### src/logic/asr_pkg.sv
// Package: constants for the asynchronous byte-wide static memory host controller
`default_nettype none
package asr_pkg;
  // ----------------------------------------------------------------
  // Geometry
  // ----------------------------------------------------------------
  localparam int ADDR_W = 17;
  localparam int DATA_W = 8;
  localparam int DEPTH = 131072;
  // ----------------------------------------------------------------
  // Clock and timing (ns, as printed, slowest grade by default)
  // ----------------------------------------------------------------
  localparam int CLK_NS = 4;
  localparam int T_CR_NS = 150;      // Read cycle / address access
  localparam int T_AOE_NS = 75;      // Drive gate access
  localparam int T_DIS_NS = 45;      // Output float after strobe release
  localparam int T_EN_NS = 10;       // Earliest memory drive
  localparam int T_WP_NS = 90;       // Address / chip pick set-up to write end
  localparam int T_SUD_NS = 50;      // Data set-up before write end
  localparam int T_PDR_NS = 150;     // Power-down recovery, one read cycle
  // Least times round up to whole cycles
  function automatic int ns2cyc(input int ns);
    int c;
    c = (ns + CLK_NS - 1) / CLK_NS;
    return (c < 1) ? 1 : c;
  endfunction
  localparam int RD_CYC = ns2cyc(T_CR_NS);
  localparam int WR_CYC = ns2cyc(T_WP_NS);
  localparam int FLOAT_CYC = ns2cyc(T_DIS_NS);
  localparam int PDR_CYC = ns2cyc(T_PDR_NS);
  localparam int CNT_W = 8;
  // ----------------------------------------------------------------
  // Sequencer states (one-bit steps only idle-setup, setup-read, write-release, power-down-recover)
  // ----------------------------------------------------------------
  typedef enum logic [2:0] {
    ASR_IDLE = 3'h0,
    ASR_SETUP = 3'h1,
    ASR_RD = 3'h3,
    ASR_WR = 3'h2,
    ASR_REL = 3'h6,
    ASR_PD = 3'h7,
    ASR_RECOV = 3'h5
  } asr_state_e;
endpackage
`default_nettype wire

### src/logic/asr_tmr.sv
// Down counter that raises done when a loaded cycle count has elapsed
`timescale 1ns/100ps
`default_nettype none
module asr_tmr #(
  parameter int W = 8
) (
  input wire logic mclk,
  input wire logic srst,
  input wire logic load,
  input wire logic [W-1:0] count,
  output logic done
);
  logic [W-1:0] cnt_q;
  // ----------------------------------------------------------------
  // Counter
  // ----------------------------------------------------------------
  always_ff @(posedge mclk) begin
    if (srst) begin
      cnt_q <= '0;
    end else if (load) begin
      cnt_q <= count;
    end else if (cnt_q != '0) begin
      cnt_q <= cnt_q - 1'b1;
    end
  end
  // Done while the count sits at zero; load is left out so that a caller
  // that loads on done does not form a combinational loop
  assign done = (cnt_q == '0);
endmodule // asr_tmr
`default_nettype wire

### src/logic/asr_host.sv
// Host controller driving an asynchronous 128K x 8 static memory
`timescale 1ns/100ps
`default_nettype none
module asr_host
  import asr_pkg::*;
#(
  parameter int RD_CYCLES = asr_pkg::RD_CYC,
  parameter int WR_CYCLES = asr_pkg::WR_CYC,
  parameter int FLOAT_CYCLES = asr_pkg::FLOAT_CYC,
  parameter int PDR_CYCLES = asr_pkg::PDR_CYC
) (
  input wire logic mclk,
  input wire logic srst,
  // User side
  input wire logic req_valid,
  output logic req_ready,
  input wire logic req_write,
  input wire logic [asr_pkg::ADDR_W-1:0] req_addr,
  input wire logic [asr_pkg::DATA_W-1:0] req_wdata,
  output logic rsp_valid,
  output logic [asr_pkg::DATA_W-1:0] rsp_rdata,
  input wire logic pd_req,
  output logic pd_active,
  // Memory side
  output logic [asr_pkg::ADDR_W-1:0] mem_addr,
  output logic chip_pick_n,
  output logic store_n,
  output logic drive_gate_n,
  input wire logic [asr_pkg::DATA_W-1:0] dq_i,
  output logic [asr_pkg::DATA_W-1:0] dq_o,
  output logic dq_oe
);
  import asr_pkg::*;

  asr_state_e state_q;
  logic write_q;
  logic tmr_load;
  logic [CNT_W-1:0] tmr_count;
  logic tmr_done;

  // ----------------------------------------------------------------
  // Interval timer
  // ----------------------------------------------------------------
  asr_tmr #(.W(CNT_W)) u_tmr (
    .mclk(mclk),
    .srst(srst),
    .load(tmr_load),
    .count(tmr_count),
    .done(tmr_done)
  );

  // Timer loads on entry to each timed state; done comes from the count alone,
  // so loading on done here never loops back through the timer
  always_comb begin
    tmr_load = 1'b0;
    tmr_count = '0;
    case (state_q)
      ASR_IDLE: begin
        if (pd_req) begin
          tmr_load = 1'b0;
        end else if (req_valid) begin
          tmr_load = 1'b1;
          tmr_count = CNT_W'(1);
        end
      end
      ASR_SETUP: begin
        if (tmr_done) begin
          tmr_load = 1'b1;
          tmr_count = write_q ? CNT_W'(WR_CYCLES) : CNT_W'(RD_CYCLES);
        end
      end
      ASR_RD, ASR_WR: begin
        if (tmr_done) begin
          tmr_load = 1'b1;
          tmr_count = CNT_W'(FLOAT_CYCLES);
        end
      end
      ASR_PD: begin
        if (!pd_req) begin
          tmr_load = 1'b1;
          tmr_count = CNT_W'(PDR_CYCLES);
        end
      end
      default: begin
        tmr_load = 1'b0;
      end
    endcase
  end

  // ----------------------------------------------------------------
  // Sequencer
  // ----------------------------------------------------------------
  always_ff @(posedge mclk) begin
    if (srst) begin
      state_q <= ASR_IDLE;
    end else begin
      case (state_q)
        ASR_IDLE: begin
          if (pd_req) begin
            state_q <= ASR_PD;  // Chip pick already high
          end else if (req_valid) begin
            state_q <= ASR_SETUP;
          end
        end
        ASR_SETUP: begin
          if (tmr_done) begin
            state_q <= write_q ? ASR_WR : ASR_RD;
          end
        end
        ASR_RD: begin
          if (tmr_done) begin
            state_q <= ASR_REL;
          end
        end
        ASR_WR: begin
          if (tmr_done) begin
            state_q <= ASR_REL;
          end
        end
        ASR_REL: begin
          if (tmr_done) begin
            state_q <= ASR_IDLE;  // Memory has floated
          end
        end
        ASR_PD: begin
          if (!pd_req) begin
            state_q <= ASR_RECOV;
          end
        end
        ASR_RECOV: begin
          if (tmr_done) begin
            state_q <= ASR_IDLE;  // Wait one read cycle
          end
        end
        default: begin
          state_q <= ASR_IDLE;
        end
      endcase
    end
  end

  // ----------------------------------------------------------------
  // Request capture: address and data held for the whole access
  // ----------------------------------------------------------------
  always_ff @(posedge mclk) begin
    if (srst) begin
      write_q <= 1'b0;
      mem_addr <= '0;
      dq_o <= '0;
    end else if (state_q == ASR_IDLE && req_valid && !pd_req) begin
      write_q <= req_write;
      mem_addr <= req_addr;  // Stable through the strobe
      dq_o <= req_wdata;
    end
  end

  // ----------------------------------------------------------------
  // Strobes, registered so they never glitch
  // ----------------------------------------------------------------
  always_ff @(posedge mclk) begin
    if (srst) begin
      chip_pick_n <= 1'b1;
      store_n <= 1'b1;
      drive_gate_n <= 1'b1;
      dq_oe <= 1'b0;
    end else begin
      // Chip pick low only while an access runs
      chip_pick_n <= !((state_q == ASR_SETUP && tmr_done) || state_q == ASR_RD
                       || (state_q == ASR_WR && !tmr_done));
      // Store falls with chip pick so memory never drives
      store_n <= !((state_q == ASR_SETUP && tmr_done && write_q)
                   || (state_q == ASR_WR && !tmr_done));
      // Store and chip pick rise on one edge, data held on the bus
      // Drive gate only on reads
      drive_gate_n <= !((state_q == ASR_SETUP && tmr_done && !write_q)
                        || (state_q == ASR_RD && !tmr_done));
      // Host drives only in a write, memory outputs forced off
      dq_oe <= (state_q == ASR_SETUP && tmr_done && write_q)
               || (state_q == ASR_WR && !tmr_done)
               || (state_q == ASR_WR && tmr_done);
    end
  end

  // ----------------------------------------------------------------
  // Read data capture at the end of the access window
  // ----------------------------------------------------------------
  // The answer is a one-cycle pulse; the byte stays until the next read
  always_ff @(posedge mclk) begin
    if (srst) begin
      rsp_valid <= 1'b0;
      rsp_rdata <= '0;
    end else begin
      rsp_valid <= 1'b0;
      if (state_q == ASR_RD && tmr_done) begin
        rsp_valid <= 1'b1;
        rsp_rdata <= dq_i;  // Sampled after full access time
      end
    end
  end

  // Request handshake decoded from the state and masked by pd_req; power-down status decoded from the state
  assign req_ready = (state_q == ASR_IDLE) && !pd_req;
  assign pd_active = (state_q == ASR_PD);
endmodule // asr_host
`default_nettype wire

### config.mk
export PLATFORM = sky130hd
export DESIGN_NAME = asr_host
export DESIGN_NICKNAME = d
export VERILOG_FILES = /design/src/logic/asr_pkg.sv /design/src/logic/asr_tmr.sv /design/src/logic/asr_host.sv
export SDC_FILE = /design/constraint.sdc
export NUM_CORES = 1
export LEC_CHECK = 0
export BUFFER_PORTS_ARGS = -buffer_cell sky130_fd_sc_hd__buf_2
export CORE_MARGIN = 1
export CORE_UTILIZATION = 52
export CTS_BUF_LIST = sky130_fd_sc_hd__clkbuf_4
export CTS_CLUSTER_DIAMETER = 80
export DETAILED_ROUTE_END_ITERATION = 8
export PLACE_DENSITY = 0.82
export SYNTH_ARGS = -nofsm -noshare
export SYNTH_HDL_FRONTEND = slang
export SYNTH_HIERARCHICAL = 1
export SYNTH_SLANG_ARGS = --single-unit
### constraint.sdc
create_clock -name mclk -period 3.03 [get_ports mclk]
set_clock_uncertainty 0.15 [all_clocks]
set_input_delay 0.606 -clock mclk [delete_from_list [all_inputs] [get_ports mclk]]
set_output_delay 0.606 -clock mclk [all_outputs]
set_load 0.02 [all_outputs]
==> results of run 1 <==
-- cells in the mapped netlist, types with 4 or more instances --
library cell	count	area [sq um]
dfxtp_1	50	1000
nand2_1	42	158
a21oi_1	27	135
nand2b_1	21	131
a31o_1	16	140
clkbuf_1	12	45.0
nand4_1	10	62.6
nor2_1	10	37.5
o21ai_1	10	50.1
o21ai_0	8	40.0
inv_1	7	26.3
buf_2	6	30.0
nor3_1	5	25.0
buf_4	4	30.0
nor3b_1	4	30.0
-- power by group through the flow --
| stage | clock network, mW | logic [mW] | registers [mW] |
|---|---|---|---|
| global route | 0.422 | 0.978 | 0.942 |
| finish | 0.390 | 0.876 | 0.921 |
| global placement | 0 | 0.855 | 0.928 |
| detailed placement | 0 | 0.868 | 0.931 |
| floorplan | 0 | 0.657 | 0.934 |
| CTS | 0.398 | 0.878 | 0.916 |
-- sequential cells by signal, summed over array words and instances (netlist names) --
signal / count
chip_pick_n: 1
dq_o: 8
dq_oe: 1
drive_gate_n: 1
mem_addr: 17
rsp_rdata: 8
rsp_valid: 1
state_q: 3
store_n: 1
u_tmr/cnt_q: 8
write_q: 1
-- cell usage in the layout (no fill, tap or decap), types with 4 or more instances in the layout --
cell	n
inv_1	7
clkbuf_4	5
o21ai_1	10
nand2_1	42
nor2_1	10
nand4_1	10
nor3b_1	4
o21ai_0	8
dfxtp_1	50
nand2b_1	21
nor3_1	5
a21oi_1	27
a31o_1	16
buf_2	77
buf_4	6
-- final cells by class --
type	count	area (sq um)	area share, %
inverter	9	33.8	1.21
clock inverter	3	42.5	1.53
tap	50	62.6	2.24
clock buffer	5	37.5	1.35
sequential	50	1000	35.9
multi-input combinational	199	1180	42.4
timing repair buffer	83	430	15.4
-- kinds of logic after synthesis --
| logic type | count (synthesis) | synth area share [%] |
|---|---|---|
| flip-flops | 50 | 43.0 |
| buffers and inverters | 33 | 6.94 |
| adder cells (fa/ha/maj) | 2 | 1.08 |
| AND/OR/NAND/NOR | 112 | 25.8 |
| other | 1 | 0.161 |
| XOR/XNOR | 3 | 1.13 |
| AO/OA/AOI/OAI | 79 | 21.9 |
-- stage by stage --
step           area, sq um  power, mW  instances  setup slack, ps  hold WS (ps)
2_1_floorplan         2330       1.59        282              352           367
3_3_place_gp          2710       1.78        391              477           282
3_5_place_dp          2710       1.80        391              404           286
4_1_cts               2790       2.19        399              347           287
5_1_grt               2790       2.34        399             66.1           269
6_report              2790       2.19        399              355           295
-- per-layer routing --
metal	up-vias	track usage (%)
li1	1117	-
met1	992	28.3
met2	77	36.3
met3	9	5.92
met4	0	7.65
met5	-	0
-- worst min-delay path by stage --
stage / end / slack, ps / cells past startpoint / from
3_3_place_gp: mem_addr[7]$_SDFFE_PP0P_ / 280 / 2 / mem_addr[7]$_SDFFE_PP0P_
4_1_cts: mem_addr[16]$_SDFFE_PP0P_ / 290 / 2 / req_addr[16]
2_1_floorplan: u_tmr/cnt_q[7]$_SDFFE_PP0P_ / 370 / 3 / u_tmr/cnt_q[7]$_SDFFE_PP0P_
3_5_place_dp: mem_addr[6]$_SDFFE_PP0P_ / 290 / 2 / mem_addr[6]$_SDFFE_PP0P_
5_1_grt: dq_o[2]$_SDFFE_PP0P_ / 270 / 2 / req_wdata[2]
6_report: mem_addr[16]$_SDFFE_PP0P_ / 300 / 2 / req_addr[16]
-- worst max-delay path, delay by kind of cell (launching register included) --
| kind | cells | cell delay, ps |
|---|---|---|
| AO/OA/AOI/OAI | 3 | 450 |
| AND/OR/NAND/NOR | 5 | 1290 |
| buffers and inverters | 2 | 250 |
| adder cells (fa/ha/maj) | 1 | 130 |
| flip-flops | 1 | 350 |
==> results.md, run 1 <==
- Maximum single-stage delay on the critical path: 490 ps
- Ratio of cells with drive above 1 in the final layout: 28.1%
- Setup violators final: 0
- HPWL Detailed: 3540 microns
- CTS Root Buffer Type: clkbuf_4
- Clk buf depth: 2
- Vias in the first global route: 1,807
- PortBufs: 77
- Leakage: 1.22 nW
- Part of the power in the clock network: 17.9%
- Clk pin slew, worst setup/hold paths: 140 ps
- Starting Density: 56.2%
- Row count: 23
- Met3 wire length: 321 microns
- Fill cells: 374
- Highest metal layer with signal wires: met4
- Outcome: complete, no violations
- Synth unique cells: 45
- Core Box Area: 4140 sq um
- Seq pwr share: 42.1%
- Clock Sinks: 50
- Initial antenna violation count: 0
- Worst Setup EP: u_tmr/cnt_q[5]$_SDFFE_PP0P_
- Int Power: 1.32 mW
- Die Y: 68.9 microns
- Max cap viols: 0
- Crit path DAT: 2820 ps
- Post-CTS sizing: 0
- Die width: 68.9 microns
- Final nets: 388
- F_max: 374 MHz
- Unrepaired setup endpoints after global routing: no
- Worst relative slew slack: 53.9%
- Top FF cell, synth: dfxtp_1
- Met2 wire len: 2380 microns
- Post-DR vias/cell: 5.50
- Fraction of power spent switching nets: 39.8%
- Final hold violation count: 0
- Setup Fix Bufs, Post-CTS: 0
- CP max-delay cell: or3b_2
- Startpoint Class: register
- Crit Path Max Fanout: 10
- WS Path Type: reg -> reg
- Setup crit end kind: register
- Cells after Synth: 280
- Netlist Area Pre-Place: 2330 sq um
- WL/cell: 12.8 microns
- Drt drc: 0
- CTS Buf Count: 5
- Final Util: 67.3%
- Area grow syn2layout: 19.8%
- Antenna Cells: 0
- # H-tree levels: 2
- Seq/Total Area, Yosys: 43.0%
- Hold Crit Class: in -> reg
- TritonCTS clock tree: built
- Die Area: 4750 sq um
- CP Launch Point: u_tmr/cnt_q[0]$_SDFFE_PP0P_
- Worst r2r src: u_tmr/cnt_q[0]$_SDFFE_PP0P_
- Synth Register Bits: 50
- Worst Reg-to-Reg Cells: 11
- Slew Limit Fails: 0
- Final setup TNS: 0 ps
- Pre-Repair DR Iteration Count: 4
- Gr ovfl total: 0
- Worst reg2reg endpoint: u_tmr/cnt_q[5]$_SDFFE_PP0P_
- Final worst path period share: 88.3%
- Placer congestion estimate: 0.808
- Asr flop ratio synth: 0%
- P per Cell Area: 784 nW/um^2
- Largest net degree at the start of global routing: 42
- Cts hold-fix bufs: 0
- R2R setup slack: 350 ps
- CP Cell Sequence: inv_1 -> ha_1 -> or3b_2 -> nor2_1 -> nand2b_1 -> o22ai_1 -> nand2b_1 -> nor2b_1 -> buf_4 -> a22oi_1 -> a22oi_1
- EDFF count, synth: 0
- First-pass GRT wire length: 7910 microns
- Switching power: 0.869 mW
- Worst Max-Slew Pin Slew: 687 ps
- M1 WL: 2340 microns
- Yosys warns: 6
- Overall global routing resource usage: 22.3%
- WL final: 5110 microns
- VDD IR max: 0.000382 V
- Via Count: 2,195
- Synthesized area per cell: 8.31 sq um
- Period minus WS final: 2680 ps
- Crit path required time: 3170 ps
- Initial drt markers: 118
- I/O Pins: 78
- Clk Latency, worst-skew pair: 370 ps
- Gate power share: 40.0%
- Antenna-violating nets left: 0
(Power assumes the default switching activity.)
==> inputs of run 2 (changes only) <==
CORE_UTILIZATION = 51   (was 52)
SYNTH_HIERARCHICAL = not set   (was 1)
==> run 2 against run 1 <==
Net effect:
- count of clock-buffer cells in the layout up 1
- routed wire length down 0.23%
- register-to-register slack better by 380 ps
- global-route usage up 1.2 points
- synthesized cell count down 6.1%
- first-iteration DRC count up 49%
- area after synthesis down 6.5%
- clock power down 22%
- worst setup slack better by 210 ps
- flip-flop and latch count unchanged
- sequential share of layout area up 1.9 points
==> results.md, run 2 <==
- Outcome: complete, no violations (unchanged)
- Setup crit end kind: output pin (was register)
- Initial antenna violation count: 0 (unchanged)
- Slew Limit Fails: 0 (unchanged)
- Worst Max-Slew Pin Slew: 854 ps (was 687 ps)
- Clk Latency, worst-skew pair: 360 ps (was 370 ps)
- Max cap viols: 0 (unchanged)
- Synth unique cells: 43 (was 45)
- Crit Path Max Fanout: 15 (was 10)
- Leakage: 1.16 nW (was 1.22 nW)
- Buffers & Inverters on Critical Path: 2 (unchanged)
- Largest net degree at the start of global routing: 48 (was 42)
- Unrepaired setup endpoints after global routing: no (unchanged)
- Post-synth top cells: nand2_1, dfxtp_1, a21oi_1, nor2_1, clkbuf_1 (was dfxtp_1, nand2_1, a21oi_1, nand2b_1, a31o_1)
- Startpoint Class: register (unchanged)
- Netlist Area Pre-Place: 2180 sq um (was 2330 sq um)
- Gr ovfl total: 0 (unchanged)
- Antenna-violating nets left: 0 (unchanged)
- Post-CTS sizing: 0 (unchanged)
- Crit path required time: 2270 ps (was 3170 ps)
- Top-count cell post-synth: nand2_1 (was dfxtp_1)
- Post-DR vias/cell: 5.46 (was 5.50)
- CTS Buf Count: 5 (unchanged)
- WS Path Type: reg -> out (was reg -> reg)
- Top FF cell, synth: dfxtp_1 (unchanged)
- VDD IR max: 0.000434 V (was 0.000382 V)
- Maximum single-stage delay on the critical path: 610 ps (was 490 ps)
- First-pass GRT wire length: 8070 microns (was 7910 microns)
- Die width: 67.3 microns (was 68.9 microns)
- Ratio of cells with drive above 1 in the final layout: 28.6% (was 28.1%)
- Max reg flops: 17 (unchanged)
- WHS: 306 ps (was 295 ps)
- Commonest non-fill, non-tap cell in the layout: buf_2 (unchanged)
- Asr flop ratio synth: 0% (unchanged)
- PortBufs: 77 (unchanged)
- Yosys warns: 0 (was 6)
- Overall global routing resource usage: 23.5% (was 22.3%)
- Share of the synthesized area in the top cell type: 46.0% (was 43.0%)
- Drt drc: 0 (unchanged)
- Area leader, netlist: dfxtp_1 (unchanged)
- F_max: 405 MHz (was 374 MHz)
- HPWL Detailed: 3670 microns (was 3540 microns)
- # H-tree levels: 2 (unchanged)
- Worst relative slew slack: 43.1% (was 53.9%)
- EDFF count, synth: 0 (unchanged)
- Clk buf depth: 2 (unchanged)
- CTS Root Buffer Type: clkbuf_4 (unchanged)
- Syn nets: 303
- Die Area: 4530 sq um (was 4750 sq um)
- Dpl cell area: 2590 sq um (was 2710 sq um)
- Pre-CTS setup slack: 765 ps (was 404 ps)
- Antenna Cells: 0 (unchanged)
- Final nets: 375 (was 388)
- Setup Fix Bufs, Post-CTS: 0 (unchanged)
- CP top delay family: simple AND/OR/NAND/NOR gates (unchanged)
- Seq/Total Area, Yosys: 46.0% (was 43.0%)
- Placer congestion estimate: 0.887 (was 0.808)
- Pre-Repair DR Iteration Count: 4 (unchanged)
- Commonest cells after routing, fill and taps aside: buf_2, nand2_1, dfxtp_1 (was buf_2, dfxtp_1, nand2_1)
- Synth Register Bits: 50 (unchanged)
- Final worst path period share: 81.4% (was 88.3%)
- Cts hold-fix bufs: 0 (unchanged)
- Initial drt markers: 176 (was 118)
- Clock Sinks: 50 (unchanged)
- Final Worst Setup Slack: 563 ps (was 355 ps)
- TritonCTS clock tree: built (unchanged)
- Starting Density: 53.7% (was 56.2%)
- Period minus WS final: 2470 ps (was 2680 ps)
- Core Box Area: 4060 sq um (was 4140 sq um)
- CP max-delay cell: or4_1 (was or3b_2)
- Clk pin slew, worst setup/hold paths: 140 ps (about the same)
- Die Y: 67.3 microns (was 68.9 microns)
- Final hold violation count: 0 (unchanged)
- Cells after Synth: 263 (was 280)
- Synthesized area per cell: 8.28 sq um (was 8.31 sq um)
- Vias in the first global route: 1,824 (was 1,807)
- Final setup TNS: 0 ps (unchanged)
- Area grow syn2layout: 21.7% (was 19.8%)
- Via Count: 2,106 (was 2,195)
- Hold Crit Class: in -> reg (unchanged)
- P per Cell Area: 819 nW/um^2 (was 784 nW/um^2)
- CP Cell Sequence: or4_1 -> inv_1 -> buf_2 (was inv_1 -> ha_1 -> or3b_2 -> nor2_1 -> nand2b_1 -> o22ai_1 -> nand2b_1 -> nor2b_1 -> buf_4 -> a22oi_1 -> a22oi_1)
- Row count: 23 (unchanged)
- Top cells by area, synth: dfxtp_1, nand2_1, a21oi_1, mux2i_1, nor2_1 (was dfxtp_1, nand2_1, a31o_1, a21oi_1, nand2b_1)
- WL final: 5100 microns (was 5110 microns)
- Biggest register: mem_addr (unchanged)
- Crit path DAT: 1710 ps (was 2820 ps)
- WL/cell: 13.2 microns (was 12.8 microns)
- Setup violators final: 0 (unchanged)
- Finished Cell Area: 2650 sq um (was 2790 sq um)
- I/O Pins: 78 (unchanged)
==> run 2: cell types whose count changed in the layout (fill, tap and decap cells not counted), moves of 6 or more <==
cell	previous run	this run
a31o_1	16	0
nand4_1	10	0
nand2_1	42	61
o21ai_1	10	0
mux2i_1	0	9
nor2_1	10	16
nand2b_1	21	5
==> run 2: worst min-delay path: stages <==
cell and delay, ps:
buf_2 100, nand2_1 40, a21oi_1 50
==> run 2: per-stage QoR <==
step	utilization, %	std cells	total power, mW
floorplan	-	263	1.63
global placement	63.9	378	1.83
detailed placement	63.9	378	1.87
CTS	65.3	386	2.18
global route	65.3	386	2.33
finish	65.3	386	2.17
==> run 2: cell families after synthesis <==
group,count (synthesis),synth area share [%]
xor gates and xnor gates,4,1.61
AOI/OAI and AO/OA,57,16.2
adders and majority gates,2,1.15
buffers and inverters,23,4.54
muxes,9,4.14
and+or+nand+nor,118,26.4
DFF,50,46.0
==> run 2: layer usage <==
metal  wire length (microns)  vias to the layer above  track usage, %
met5                       0                        -               0
met1                    2310                      968            30.2
met2                    2420                       77            37.5
met3                     303                        7            6.25
met4                      60                        0            8.51
li1                        -                     1054               -
==> run 2: final timing paths <==
check	end	from	slack, ps	depth (start not counted)
worst max register to register	u_tmr.cnt_q[0]$_SDFFE_PP0P_	u_tmr.cnt_q[0]$_SDFFE_PP0P_	730	6
worst min-delay path	dq_o[7]$_SDFFE_PP0P_	req_wdata[7]	310	3
worst min register to register	mem_addr[12]$_SDFFE_PP0P_	mem_addr[12]$_SDFFE_PP0P_	310	2
worst max-delay path	req_ready	state_q[0]$_SDFFE_PP0P_	560	3
==> run 2: layout make-up <==
| class | count | area, sq um |
|---|---|---|
| Clock buffer | 6 | 45.0 |
| Clock inverter | 2 | 12.5 |
| Fill cell | 348 | 1410 |
| Inverter | 6 | 22.5 |
| Multi-Input combinational cell | 190 | 1080 |
| Sequential cell | 50 | 1000 |
| Tap cell | 50 | 62.6 |
| Timing Repair Buffer | 82 | 423 |
==> run 2: report_power, final <==
part / switching (mW) / internal [mW]
registers: 0.127 / 0.771
logic: 0.558 / 0.407
clock network: 0.206 / 0.101
total: 0.891 / 1.28
